<file path="config.mk">
export PLATFORM = sky130hd
export DESIGN_NAME = power_mode_clock_control
export DESIGN_NICKNAME = d
export VERILOG_FILES = /design/src/hw/pmm_pkg.sv /design/src/hw/power_mode_clock_control.sv /design/src/hw/pmm_sync.sv /design/src/hw/pmm_count.sv
export SDC_FILE = /design/constraint.sdc
export NUM_CORES = 1
export LEC_CHECK = 0
export ABC_AREA = 1
export BUFFER_PORTS_ARGS = -buffer_cell sky130_fd_sc_hd__buf_4
export CAP_MARGIN = 20
export CORE_MARGIN = 4
export CORE_UTILIZATION = 45
export DETAILED_ROUTE_END_ITERATION = 7
export PLACE_DENSITY_LB_ADDON = 0.3
export SKIP_LAST_GASP = 1
export SLEW_MARGIN = 20
export SYNTH_ARGS = -nofsm -noshare
export SYNTH_HDL_FRONTEND = slang
export SYNTH_SLANG_ARGS = --single-unit
</file>
<file path="constraint.sdc">
create_clock -name clk -period 1.95 [get_ports clk]
set_input_delay 0.0975 -clock clk [delete_from_list [all_inputs] [get_ports clk]]
set_output_delay 0.0975 -clock clk [all_outputs]
set_load 0.05 [all_outputs]
</file>
<file path="src/hw/pmm_pkg.sv">
// Constants, types and register layout of the power mode clock control
//
// Behaviour
// - Source select 1 runs from crystal, 0 from ring oscillator.
// - Select 0 to 1 accepted only with crystal ready and amp enabled.
// - Ring active flag reads 1 while ring clocks the CPU; resets 0.
// - Divider 01 is 4 clocks, 10 is 64, 11 is 1024; 10/11 only from 01.
// - Auto restore enable brings divider back to 4 clocks on events.
// - Amp disable stops crystal; set only while source select is 0.
// - Three read-only flags show power-fail, high, low level in service.
// - Crystal ready flag reads 1 once crystal is stable; resets 1.
// - Four read-only flags show tx and rx activity for both ports.
// - Power control bit 0 enters Idle; core clock stops, peripherals keep running.
// - Idle ends on any interrupt or reset.
// - Power control bit 1 enters Stop; all clocks and crystal off.
// - Stop ends on external, real-time clock interrupt or reset; supply events too with band-gap kept.
// - Reference keep bit holds band-gap on during Stop; resets 0.
// - With band-gap kept, supply warning and power-fail reset wake Stop.
// - Ring wake select makes CPU run from ring right after Stop.
// - After ring wake, switch to crystal after 65,536 crystal clocks.
// - Ring active flag held 1 during ring period, cleared on hand-back.
// - New divider rate takes effect one instruction cycle later.
// - Restore on serviceable external irq, start bit with rx, tx write.
// - Crystal ready sets 65,536 clocks after startup once amp enabled.
// - Automatic restore changes only the divider, not the source.
package pmm_pkg;

   // -------------------------------------------------------------
   // Register map
   // -------------------------------------------------------------
   localparam logic [7:0] ADDR_POWER_CONTROL = 8'h87;
   localparam logic [7:0] ADDR_EXT_FLAGS     = 8'h91;
   localparam logic [7:0] ADDR_POWER_MANAGE  = 8'hC4;
   localparam logic [7:0] ADDR_ACTIVITY      = 8'hC5;

   // -------------------------------------------------------------
   // Field positions
   // -------------------------------------------------------------
   localparam int PC_IDLE_BIT    = 0;
   localparam int PC_STOP_BIT    = 1;
   localparam int EX_REFKEEP_BIT = 0;
   localparam int EX_RINGWAKE_BIT= 1;
   localparam int EX_RINGACT_BIT = 2;
   localparam int EX_SRCSEL_BIT  = 3;
   localparam int PM_AMPOFF_BIT  = 3;
   localparam int PM_AUTORST_BIT = 5;
   localparam int PM_DIV_LO      = 6;
   localparam int PM_DIV_HI      = 7;
   localparam int ST_XTREADY_BIT = 4;

   // -------------------------------------------------------------
   // Divider codes and reset values
   // -------------------------------------------------------------
   typedef enum logic [1:0] {
      DIV_RSVD = 2'h0,
      DIV_4    = 2'h1,
      DIV_64   = 2'h2,
      DIV_1024 = 2'h3
   } divCode_t;

   localparam logic [10:0] CYC_4    = 11'h004;
   localparam logic [10:0] CYC_64   = 11'h040;
   localparam logic [10:0] CYC_1024 = 11'h400;

   localparam logic RST_SRCSEL   = 1'b1;
   localparam logic RST_XTREADY  = 1'b1;
   localparam logic [7:0] ZERO8  = 8'h00;

   // Crystal warm-up / hand-back interval in crystal clocks
   localparam int WARMUP_CLKS = 65536;

   // Power states, Gray coded along run-idle-stop-ringwake
   typedef enum logic [1:0] {
      PS_RUN  = 2'b00,
      PS_IDLE = 2'b01,
      PS_STOP = 2'b11,
      PS_RING = 2'b10
   } pwrState_t;

   // -------------------------------------------------------------
   // Carriers
   // -------------------------------------------------------------
   typedef struct packed {
      logic [7:0] addr;
      logic [7:0] wdata;
      logic       wr;
      logic       rd;
   } regReq_t;

   typedef struct packed {
      logic pfLevel;     // power-fail level in service
      logic hiLevel;
      logic loLevel;
      logic p1Tx;
      logic p1Rx;
      logic p0Tx;
      logic p0Rx;
   } coreStat_t;

   typedef struct packed {
      logic extIrq;       // serviceable external interrupt
      logic rtcIrq;
      logic supplyWarn;   // early supply warning interrupt
      logic pfReset;      // power-fail reset request
      logic anyIrq;
      logic startBit;     // start bit seen with receiver enabled
      logic txWrite;      // write to a transmit buffer
   } wakeEv_t;

endpackage

</file>
<file path="src/hw/power_mode_clock_control.sv">
// Power mode, cycle divider and clock source control
`timescale 1ns/10ps
module power_mode_clock_control #(
   parameter int WARMUP = pmm_pkg::WARMUP_CLKS
) (
   input  wire logic              clk,
   input  wire logic              arst_n,
   input  wire pmm_pkg::regReq_t  req,
   output logic [7:0]             rdata,
   input  wire pmm_pkg::coreStat_t coreStat,
   input  wire pmm_pkg::wakeEv_t  wakeEv,
   input  wire logic              xtalOscOk,
   output logic                   cpuFromRing,
   output logic                   crystalAmpOn,
   output logic                   coreClkEn,
   output logic                   periphClkEn,
   output logic                   bandgapOn,
   output logic                   cycleStrobe,
   output logic [1:0]             activeDiv
);
   import pmm_pkg::*;

   // ------------------------------------------------------------
   // Register state
   // ------------------------------------------------------------
   logic       srcSelQ;
   logic       ringActQ;
   logic       refKeepQ;
   logic       ringWakeQ;
   divCode_t   divQ;
   divCode_t   divPendQ;
   logic       autoRstQ;
   logic       ampOffQ;
   logic       xtReadyQ;
   pwrState_t  stateQ;
   pwrState_t  stateD;
   logic [10:0] cycCntQ;
   logic       pendQ;
   // Filtered inputs, decodes and counter results
   coreStat_t  statS;
   wakeEv_t    evS;
   logic       oscOkS;
   logic       warmDone;
   logic       ringDone;
   logic       wrPc;
   logic       wrEx;
   logic       wrPm;
   logic       restore;
   logic       lastCyc;
   divCode_t   newDiv;

   // Decode a write to one address
   function automatic logic hit(input regReq_t r, input logic [7:0] a);
      return r.wr && (r.addr == a);
   endfunction

   // Cycles per instruction cycle for a divider code
   function automatic logic [10:0] cycLen(input divCode_t d);
      case (d)
         DIV_64:   cycLen = CYC_64;
         DIV_1024: cycLen = CYC_1024;
         default:  cycLen = CYC_4;
      endcase
   endfunction

   // Write decodes; the divider field is looked at only on a write
   assign wrPc = hit(req, ADDR_POWER_CONTROL);
   assign wrEx = hit(req, ADDR_EXT_FLAGS);
   assign wrPm = hit(req, ADDR_POWER_MANAGE);
   assign newDiv = divCode_t'(req.wdata[PM_DIV_HI:PM_DIV_LO]);

   // ------------------------------------------------------------
   // Synchronisers for outside status and wake sources
   // ------------------------------------------------------------
   // Status levels from the core and serial ports
   pmm_sync #(.W($bits(coreStat_t))) uStat (
      .clk    (clk),
      .arst_n (arst_n),
      .din    (coreStat),
      .dout   (statS)
   );

   // Wake events and crystal status share one filter chain
   // Events must stand two cycles to get through it
   pmm_sync #(.W($bits(wakeEv_t) + 1)) uWake (
      .clk    (clk),
      .arst_n (arst_n),
      .din    ({wakeEv, xtalOscOk}),
      .dout   ({evS, oscOkS})
   );

   pmm_count #(.LIMIT(WARMUP)) uWarm (
      .clk    (clk),
      .arst_n (arst_n),
      .run    (!ampOffQ && oscOkS && stateQ != PS_STOP),
      .done   (warmDone)
   );

   // Crystal clocks are counted on clk, which stands in for them
   // ring period before crystal hand-back
   pmm_count #(.LIMIT(WARMUP)) uRing (
      .clk    (clk),
      .arst_n (arst_n),
      .run    (stateQ == PS_RING && oscOkS),
      .done   (ringDone)
   );

   // ------------------------------------------------------------
   // Power state machine
   // ------------------------------------------------------------
   // Next power state from power writes and wake events
   // Stop wins over idle when a write sets both bits
   always_comb begin
      stateD = stateQ;
      case (stateQ)
         PS_RUN: begin
            if (wrPc && req.wdata[PC_STOP_BIT]) begin
               stateD = PS_STOP;
            end else if (wrPc && req.wdata[PC_IDLE_BIT]) begin
               stateD = PS_IDLE;
            end
         end
         PS_IDLE: begin
            if (evS.anyIrq) begin
               stateD = PS_RUN;
            end
         end
         PS_STOP: begin
            if (evS.extIrq || evS.rtcIrq ||
                (refKeepQ && (evS.supplyWarn || evS.pfReset))) begin
               stateD = ringWakeQ ? PS_RING : PS_RUN;
            end
         end
         PS_RING: begin
            if (ringDone) begin
               stateD = PS_RUN;
            // Stop may cut the ring period short
            end else if (wrPc && req.wdata[PC_STOP_BIT]) begin
               stateD = PS_STOP;
            end
         end
         default: stateD = PS_RUN;
      endcase
   end

   // Power state register
   always_ff @(posedge clk or negedge arst_n) begin
      if (!arst_n) begin
         stateQ <= PS_RUN;
      end else begin
         stateQ <= stateD;
      end
   end

   // ------------------------------------------------------------
   // Clock source select and amp disable
   // ------------------------------------------------------------
   // Source select; a refused write leaves it as it was
   always_ff @(posedge clk or negedge arst_n) begin
      if (!arst_n) begin
         srcSelQ <= RST_SRCSEL;
      end else if (wrEx) begin
         // guarded 0 to 1; otherwise takes the written bit
         if (req.wdata[EX_SRCSEL_BIT] && !srcSelQ) begin
            if (xtReadyQ && !ampOffQ) begin
               srcSelQ <= 1'b1;
            end
         end else begin
            srcSelQ <= req.wdata[EX_SRCSEL_BIT];
         end
      end
   end

   // Amp disable; accepted only while the ring runs the CPU
   // so the crystal cannot be cut under a running core
   always_ff @(posedge clk or negedge arst_n) begin
      if (!arst_n) begin
         ampOffQ <= 1'b0;
      end else if (wrPm) begin
         // set only with ring selected; reject
         if (!req.wdata[PM_AMPOFF_BIT] || !srcSelQ) begin
            ampOffQ <= req.wdata[PM_AMPOFF_BIT];
         end
      end
   end

   // Ready drops with the amp off or in stop; warm-up restarts
   // crystal ready follows warm-up
   always_ff @(posedge clk or negedge arst_n) begin
      if (!arst_n) begin
         xtReadyQ <= RST_XTREADY;
      end else if (ampOffQ || stateQ == PS_STOP) begin
         xtReadyQ <= 1'b0;
      end else if (warmDone) begin
         xtReadyQ <= 1'b1;
      end
   end

   always_ff @(posedge clk or negedge arst_n) begin
      if (!arst_n) begin
         ringActQ <= 1'b0;
      end else begin
         ringActQ <= (stateD == PS_RING) || !srcSelQ;
      end
   end

   // ------------------------------------------------------------
   // Band-gap keep, ring wake and auto restore enable
   // ------------------------------------------------------------
   // Stop options, freely writable
   always_ff @(posedge clk or negedge arst_n) begin
      if (!arst_n) begin
         refKeepQ  <= 1'b0;
         ringWakeQ <= 1'b0;
      end else if (wrEx) begin
         refKeepQ  <= req.wdata[EX_REFKEEP_BIT];
         ringWakeQ <= req.wdata[EX_RINGWAKE_BIT];
      end
   end

   always_ff @(posedge clk or negedge arst_n) begin
      if (!arst_n) begin
         autoRstQ <= 1'b0;
      end else if (wrPm) begin
         autoRstQ <= req.wdata[PM_AUTORST_BIT];
      end
   end

   // ------------------------------------------------------------
   // Cycle divider
   // ------------------------------------------------------------
   // Restore needs the enable; the clock source is never touched
   // restore events, divider only
   assign restore = autoRstQ &&
                    (evS.extIrq || evS.startBit || evS.txWrite);

   // Requested divider; a restore wins over a same-cycle write
   // Reserved code 00 is refused like an illegal slow code
   always_ff @(posedge clk or negedge arst_n) begin
      if (!arst_n) begin
         divQ <= DIV_4;
      end else if (restore) begin
         divQ <= DIV_4;
      end else if (wrPm) begin
         // slow codes only from 4 clocks
         if (newDiv == DIV_4) begin
            divQ <= DIV_4;
         end else if (newDiv != DIV_RSVD && divQ == DIV_4) begin
            divQ <= newDiv;
         end
      end
   end

   // Last clock of the instruction cycle now in force
   assign lastCyc = (cycCntQ == 11'(cycLen(divPendQ) - 11'h001));

   // A change waits for the running cycle to end, so no cycle
   // is cut short or stretched by a mix of two rates
   // new rate applied at first cycle boundary after pendQ is set
   always_ff @(posedge clk or negedge arst_n) begin
      if (!arst_n) begin
         divPendQ <= DIV_4;
         pendQ    <= 1'b0;
      end else if (divQ != activeDiv && !pendQ) begin
         pendQ <= 1'b1;
      end else if (pendQ && lastCyc) begin
         divPendQ <= divQ;
         pendQ    <= 1'b0;
      end
   end

   // Cycle counter, strobe and the divider code in force
   always_ff @(posedge clk or negedge arst_n) begin
      if (!arst_n) begin
         cycCntQ     <= '0;
         cycleStrobe <= 1'b0;
         activeDiv   <= DIV_4;
      end else begin
         cycleStrobe <= lastCyc;
         activeDiv   <= divPendQ;
         cycCntQ     <= lastCyc ? '0 : cycCntQ + 11'h001;
      end
   end

   // ------------------------------------------------------------
   // Clock and analog enables
   // ------------------------------------------------------------
   // Enables follow the next state so they move with the state
   // register and never lag it by a cycle
   always_ff @(posedge clk or negedge arst_n) begin
      if (!arst_n) begin
         cpuFromRing  <= 1'b0;
         crystalAmpOn <= 1'b1;
         coreClkEn    <= 1'b1;
         periphClkEn  <= 1'b1;
         bandgapOn    <= 1'b1;
      end else begin
         cpuFromRing  <= !srcSelQ || stateD == PS_RING;
         // crystal off when disabled or stopped
         crystalAmpOn <= !ampOffQ && stateD != PS_STOP;
         coreClkEn    <= stateD == PS_RUN || stateD == PS_RING;
         periphClkEn  <= stateD != PS_STOP;
         // reference in stop follows keep bit
         bandgapOn    <= stateD != PS_STOP || refKeepQ;
      end
   end

   // ------------------------------------------------------------
   // Read data, one cycle after the strobe
   // ------------------------------------------------------------
   // Read mux; data stands one cycle, then returns to zero
   always_ff @(posedge clk or negedge arst_n) begin
      if (!arst_n) begin
         rdata <= ZERO8;
      end else if (req.rd) begin
         case (req.addr)
            ADDR_POWER_CONTROL: rdata <= {6'h00, stateQ == PS_STOP,
                                          stateQ == PS_IDLE};
            ADDR_EXT_FLAGS: rdata <= {4'h0, srcSelQ, ringActQ,
                                      ringWakeQ, refKeepQ};
            ADDR_POWER_MANAGE: rdata <= {divQ, autoRstQ, 1'b0,
                                         ampOffQ, 3'h0};
            ADDR_ACTIVITY: rdata <= {statS.pfLevel, statS.hiLevel,
                                     statS.loLevel, xtReadyQ,
                                     statS.p1Tx, statS.p1Rx,
                                     statS.p0Tx, statS.p0Rx};
            default: rdata <= ZERO8;
         endcase
      end else begin
         rdata <= ZERO8;
      end
   end
endmodule

</file>
<file path="src/hw/pmm_sync.sv">
// Three-stage synchroniser with agreement filter for pin inputs
`timescale 1ns/10ps
module pmm_sync #(
   parameter int W = 1
) (
   input  wire logic         clk,
   input  wire logic         arst_n,
   input  wire logic [W-1:0] din,
   output logic      [W-1:0] dout
);
   logic [W-1:0] s1Q;
   logic [W-1:0] s2Q;
   logic [W-1:0] s3Q;

   // Capture chain; first stage feeds only the second
   always_ff @(posedge clk or negedge arst_n) begin
      if (!arst_n) begin
         s1Q <= '0;
         s2Q <= '0;
         s3Q <= '0;
      end else begin
         s1Q <= din;
         s2Q <= s1Q;
         s3Q <= s2Q;
      end
   end

   // Output follows once stages two and three agree
   always_ff @(posedge clk or negedge arst_n) begin
      if (!arst_n) begin
         dout <= '0;
      end else begin
         for (int i = 0; i < W; i++) begin
            if (s2Q[i] == s3Q[i]) begin
               dout[i] <= s3Q[i];
            end
         end
      end
   end
endmodule

</file>
<file path="src/hw/pmm_count.sv">
// Interval counter that reports completion after a set number of clocks
`timescale 1ns/10ps
module pmm_count #(
   parameter int LIMIT = 65536
) (
   input  wire logic clk,
   input  wire logic arst_n,
   input  wire logic run,
   output logic      done
);
   localparam int CW = $clog2(LIMIT + 1);
   localparam logic [CW-1:0] LAST = CW'(LIMIT - 1);

   logic [CW-1:0] cntQ;

   // Counts while run is held; clears when run drops
   always_ff @(posedge clk or negedge arst_n) begin
      if (!arst_n) begin
         cntQ <= '0;
         done <= 1'b0;
      end else if (!run) begin
         cntQ <= '0;
         done <= 1'b0;
      end else if (!done) begin
         if (cntQ == LAST) begin
            done <= 1'b1;
         end else begin
            cntQ <= cntQ + 1'b1;
         end
      end
   end
endmodule

</file>
# --- Word-level counts from Yosys, hierarchy flattened ---
# Index checks and enable logic that the tools add are counted.
word_totals:
  register_bits: 136
  out_inout_bits: 16
classes:
  n_addsub: 4
  eq_ne: 38
  n_mux: 34
  bitwise_logic: 1
  reduce_logical: 43
ops:
  columns: ["cell", "count"]
  rows:
  - ["$mux W17", 6]
  - ["$add A17 B1 Y17 const B", 2]
  - ["$eq A17 B16 Y1 const B", 2]
  - ["$eq A8 B8 Y1 const B", 4]
  - ["$pmux W8 S4", 1]
  - ["$mux W2", 11]
  - ["$pmux W11 S2", 1]
  - ["$logic_and A1 B1 Y1", 16]
  - ["$eq A1 B1 Y1", 15]
  - ["$mux W1", 12]
  - ["$ne A2 B2 Y1 const B", 6]
  - ["$reduce_and A2 Y1", 6]
  - ["$add A11 B1 Y11 const B", 1]
  - ["$eq A11 B11 Y1", 1]
  - ["$mux W11", 1]
  - ["$sub A11 B1 Y11 const B", 1]
  - ["$eq A2 B2 Y1 const B", 5]
  - ["$logic_or A1 B1 Y1", 10]
  - ["$mux W8", 1]
  - ["$pmux W2 S4", 1]
  - ["$reduce_bool A2 Y1", 4]
  - ["$eq A2 B1 Y1 const B", 3]
  - ["$logic_not A1 Y1", 4]
  - ["$logic_not A2 Y1", 2]
  - ["other kinds (4)", 4]

# --- Depth between registers and ports, before layout ---
logic_depth:
  word_depth: 8
  ltp_mapped: 13

# --- Hierarchy ---
# Synthesis repeated with hierarchy kept, for this count alone.
unflattened:
  hier_cells: 646
  hier_area_um2: 5879.4
modules_own_cells:
  columns: ["mod", "instances", "cells_per_inst", "area_per_inst_um2", "seq_area_each_um2"]
  rows:
  - ["pmm_count", 2, 145, 1079.8, 450.4]
  - ["power_mode_clock_control", 1, 236, 1974.4, 1012.2]
  - ["pmm_sync (uWake)", 1, 64, 930.9, 800.8]
  - ["pmm_sync (uStat)", 1, 56, 814.5, 700.7]

# --- Worst setup path after synthesis ---
# OpenSTA, ideal clock, no wires.
synth_path:
  kind: "register to register"
  from: "register uWarm.cntQ[0]"
  to: "register uWarm.cntQ[9]"
  arrival_time_ns: 1.919
  required_time_ns: 1.828
  setup_slack_ns: -0.091
  stages_incl_launch_ff: 13
  n_path_buf: 1
  synth_period_minus_slack_ns: 2.041
  path_cell_list: "dfrtp_1 > ha_1 > nand3_1 > nor2_2 > nand3_1 > nor4_1 > ha_1 > nor2_1 > inv_2 > nand2_8 > buf_6 > a21oi_1 > a21oi_2"
synth_via:
  elab_chain_len: 4
synth_rtl:
  columns: ["element", "line_no", "source"]
  rows:
  - ["start: declaration", "pmm_count.sv:14", "logic [CW-1:0] cntQ;"]
  - ["start signal: assignment", "pmm_count.sv:28", "cntQ <= cntQ + 1'b1;"]
  - ["$add A17 B1 Y17", "pmm_count.sv:28", null]
  - ["$mux W17", "pmm_count.sv:25", "if (cntQ == LAST) begin"]
  - ["$mux W17", "pmm_count.sv:24", "end else if (!done) begin"]
  - ["$mux W17", "pmm_count.sv:21", "end else if (!run) begin"]
# Parallel ways exist; a longest one is shown, timed or not. The select of a mux whose other input is x is not followed.
# A chain may end at the register's enable or synchronous reset.

# --- Final worst setup path ---
layout_path:
  from: "register uRing.cntQ[1]"
  to: "register uRing.cntQ[12]"
layout_via:
  elab_chain_len: 4
layout_rtl:
  columns: ["element", "line_no"]
  rows:
  - ["start: declaration", "pmm_count.sv:14"]
  - ["start signal: assignment", "pmm_count.sv:28"]
  - ["$add A17 B1 Y17", "pmm_count.sv:28"]
  - ["$mux W17", "pmm_count.sv:25"]
  - ["$mux W17", "pmm_count.sv:24"]
  - ["$mux W17", "pmm_count.sv:21"]
# Parallel ways exist; a longest one is shown, timed or not. The select of a mux whose other input is x is not followed.

==> impl_metrics.csv <==
group,metric,value,unit
yosys,ys_seq_elements,136,
yosys,syn_avg_cell_area,9.86,µm²
finish,fillCellCount,946,
critical_path,crit_type,"reg -> reg",
sta,max_freq,469,MHz
critical_path,crit_top_cell,"nor2_4",
critical_path,slowest_delay,0.39,ns
hold_path,hp-class,"in -> reg",
yosys,yosysMostFrequentCell,"dfrtp_1",
floorplan,num_io_pins,51,
clock_network,clkTransAtPathRegs,0.07,ns
floorplan,fp-row-count,40,
power_and_ir_drop,powerDensity,874,nW/µm²
sta,min_period,2.13,ns
critical_path,timing.reg2reg.setup_slack,-0.18,ns
routing,first_pass_iters,7,
finish,area_delta_synth_final,34.8,%
placement,place.detailed.hpwl,7800,µm
yosys,synth_cells,572,
finish,seq_area,3410,µm²
yosys,ys_seq_area_share,60.5,%
finish,multi_input_area,2150,µm²
routing,avgRoutedWirePerCell,13.6,µm
power_and_ir_drop,finalPower,6.65,mW
placement,gp_congestion,0.854,
power_and_ir_drop,ir_worst_vdd,587,µV
routing,dr_total_vias,4375,
clock_network,cts_root_buf,"clkbuf_16",
critical_path,crit_arrival,2.44,ns
routing,drtIter0Drc,268,
yosys,syn_area,5640,µm²
sta,rsz0062_at_grt,"yes",
yosys,synth_cell_types,44,
finish,nets,741,
routing,routed_wl,12000,µm
job,cap_violations,0,
clock_network,clkLatencyLatePin,0.42,ns
routing,ant_nets,0,
clock_network,htreeDepth,4,
placement,numPortBuffers,48,
hold_path,hold_depth,4,
hold_path,min_to,"ringWakeQ",
power_and_ir_drop,leakagePower,3.46,nW
critical_path,r2r_start,"uRing.cntQ[1]",
grt,grtUsageTotal,16.8,%
floorplan,die_area,14400,µm²
yosys,ys.flop_type,"dfrtp_1",
sta,worstMarginPinSlew,0.374,ns
yosys,synth-edff-count,0,
sta,slew_headroom,74.8,%
routing,via_per_inst,4.96,
yosys,syn-num-nets,612,
sta,finalWorstSetupSlack,-0.184,ns
status,violations,"negative setup slack",
sta,setup_viol,30,
sta,fin_skew,0.0115,ns
yosys,synth_top_area_cell,"dfrtp_1",
yosys,yosys_warnings,0,
yosys,synthArstFlopShare,100,%
floorplan,dieWidth,120,µm
clock_network,cts_made_buffers,17,
yosys,synthTopCellsByCount,"127 x dfrtp_1, 113 x nand2_1, 74 x nor2_1",
yosys,synth_area_leaders,"dfrtp_1 56%, nand2_1 7.5%, nor2_1 4.9%",
clock_network,numClockSinks,136,
floorplan,die_h,120,µm
floorplan,fp.coreArea,12200,µm²
grt,grt_overflow_total,0,
grt,grt_max_degree,70,
sta,holdWs,0.0562,ns
finish,antenna_cells,0,
placement,dpl.cell_count,807,
clock_network,clock_path_buffers,2,
sta,timing.final.hold_violations,0,
grt,grt_pass1_wl,19700,µm
critical_path,crit_chain,"ha_2 > nand3_4 > nor2_4 > nand2_2 > nor4_4 > ha_2 > nor2_4 > nor2_8 > inv_4 > nand2_4 > nor2_4 > o21ai_1 > nor2_1",
critical_path,cp_data_required_time,2.26,ns
yosys,yosys.area.top_type_share,56.3,%
critical_path,cp-start-kind,"flip-flop",
floorplan,initial_core_util,46.4,%
hold_path,worstHoldStart,"req[1]",
critical_path,reg2reg_depth,13,
critical_path,slowest_stage,"dfrtp_1",
status,run_status,"complete, but fails checks",
sta,final-max-slew-violation-count,0,
critical_path,r2r_end,"uRing.cntQ[12]",
critical_path,endpoint_kind,"flip-flop",
finish,drive_gt1_share,27.0,%
finish,stdcell_count,882,
critical_path,crit_fanout,7,
grt,antenna_found_initial,0,
routing,post-route-drc-count,0,
grt,grt_pass1_vias,4399,
sta,setup_tns,-2.19,ns
clock_network,cts_tree,"built",
sta,fin_crit_sh,109,%
==> per-stage QoR <==
step	cell area (µm²)	setup WS, ns	util, %
finish	7600	-0.184	62.5
global route	7600	-0.253	62.5
CTS	7290	-0.0590	59.9
detailed placement	6390	-0.0504	52.5
global placement	6390	0.0203	52.5
floorplan	5660	-0.00677	-
==> state kept, by name (all words and copies together), names as in the netlist, 2 cells and up <==
register / count
uStat.s3Q: 7
uWake.s1Q: 8
uStat.dout: 7
cycCntQ: 11
uWarm.cntQ: 17
activeDiv: 2
uWake.s2Q: 8
divPendQ: 2
rdata: 8
uWake.dout: 8
uRing.cntQ: 17
uStat.s1Q: 7
divQ: 2
uStat.s2Q: 7
uWake.s3Q: 8
stateQ: 2
==> cell families (layout without fill, tap and decap cells) <==
logic type               after synthesis  in the layout  share of synthesized area (%)
AO/OA/AOI/OAI                         62             62                           6.37
XOR/XNOR                               7              7                           1.09
flip-flops                           136            136                           60.5
AND/OR/NAND/NOR                      278            278                           23.2
buffers and inverters                 69            211                           5.04
adder cells (fa/ha/maj)               20             20                           3.77
==> worst max path at each step <==
stage                  start              to  slack [ns]  cells after the start
6_report       uRing.cntQ[1]  uRing.cntQ[12]       -0.18                     13
5_1_grt        uRing.cntQ[1]   uRing.cntQ[8]       -0.25                     12
4_1_cts        uRing.cntQ[0]  uRing.cntQ[12]       -0.06                     13
3_5_place_dp   uRing.cntQ[0]   uRing.cntQ[5]       -0.05                     12
3_3_place_gp   uRing.cntQ[1]  uRing.cntQ[12]        0.02                     13
2_1_floorplan  uWarm.cntQ[0]   uWarm.cntQ[9]      -0.007                     12
==> power by group <==
part / internal, mW / switching [mW] / leakage [nW]
sequential: 2.97 / 0.0926 / 1.71
clock: 1.73 / 1.41 / 0.292
combinational: 0.181 / 0.264 / 1.46
==> cells in the final DEF (no fill, tap or decap), types with 5 or more instances in the layout <==
| cell | Yosys | final |
|---|---|---|
| nor2_4 | 3 | 7 |
| inv_1 | 58 | 57 |
| nand2_2 | 3 | 6 |
| o21ai_0 | 8 | 8 |
| dfstp_2 | 9 | 9 |
| o21ai_1 | 11 | 10 |
| nor2_2 | 5 | 8 |
| nand2_1 | 113 | 108 |
| a21oi_1 | 27 | 24 |
| nor2_1 | 74 | 67 |
| dfrtp_1 | 127 | 127 |
| xor2_1 | 5 | 5 |
| nand3_1 | 26 | 23 |
| nand4_1 | 20 | 20 |
| inv_8 | 0 | 6 |
| nor3_1 | 15 | 14 |
| buf_4 | 0 | 80 |
| buf_6 | 1 | 5 |
| clkbuf_16 | 0 | 17 |
| dlygate4sd3_1 | 0 | 27 |
| maj3_1 | 15 | 15 |
==> critical path, delay by kind of cell, from the launching register on <==
kind	cells	cell delay, ns
AOI/OAI and AO/OA	1	0.15
and+or+nand+nor	9	0.93
adders and majority gates	2	0.47
DFF	1	0.39
buffers and inverters	1	0.07
==> layout make-up <==
class,count,share of cell area (%)
inverters,64,3.26
repair buffers,115,12.9
clock inverters,15,2.30
multi-input cells,367,28.3
clock buffers,17,5.59
flip-flops and latches,136,44.9
well taps,168,2.76
==> routing by layer <==
layer	GRT usage [%]	up-vias	wire, µm
met5	0	-	0
met4	6.87	0	197
met3	3.91	15	481
met2	28.2	94	6030
met1	21.0	2130	5280
li1	-	2136	-
==> repair_timing <==
| item | CTS | global route |
|---|---|---|
| buffers inserted | 1 | 15 |
| gates resized for setup | 4 | 46 |
| hold buffers | 27 | 0 |
| setup endpoints to repair | 17 | 28 |
| pin swaps | 3 | 24 |
| hold endpoints to repair | 150 | 0 |
Note: power is estimated with default switching activity, not from simulation.
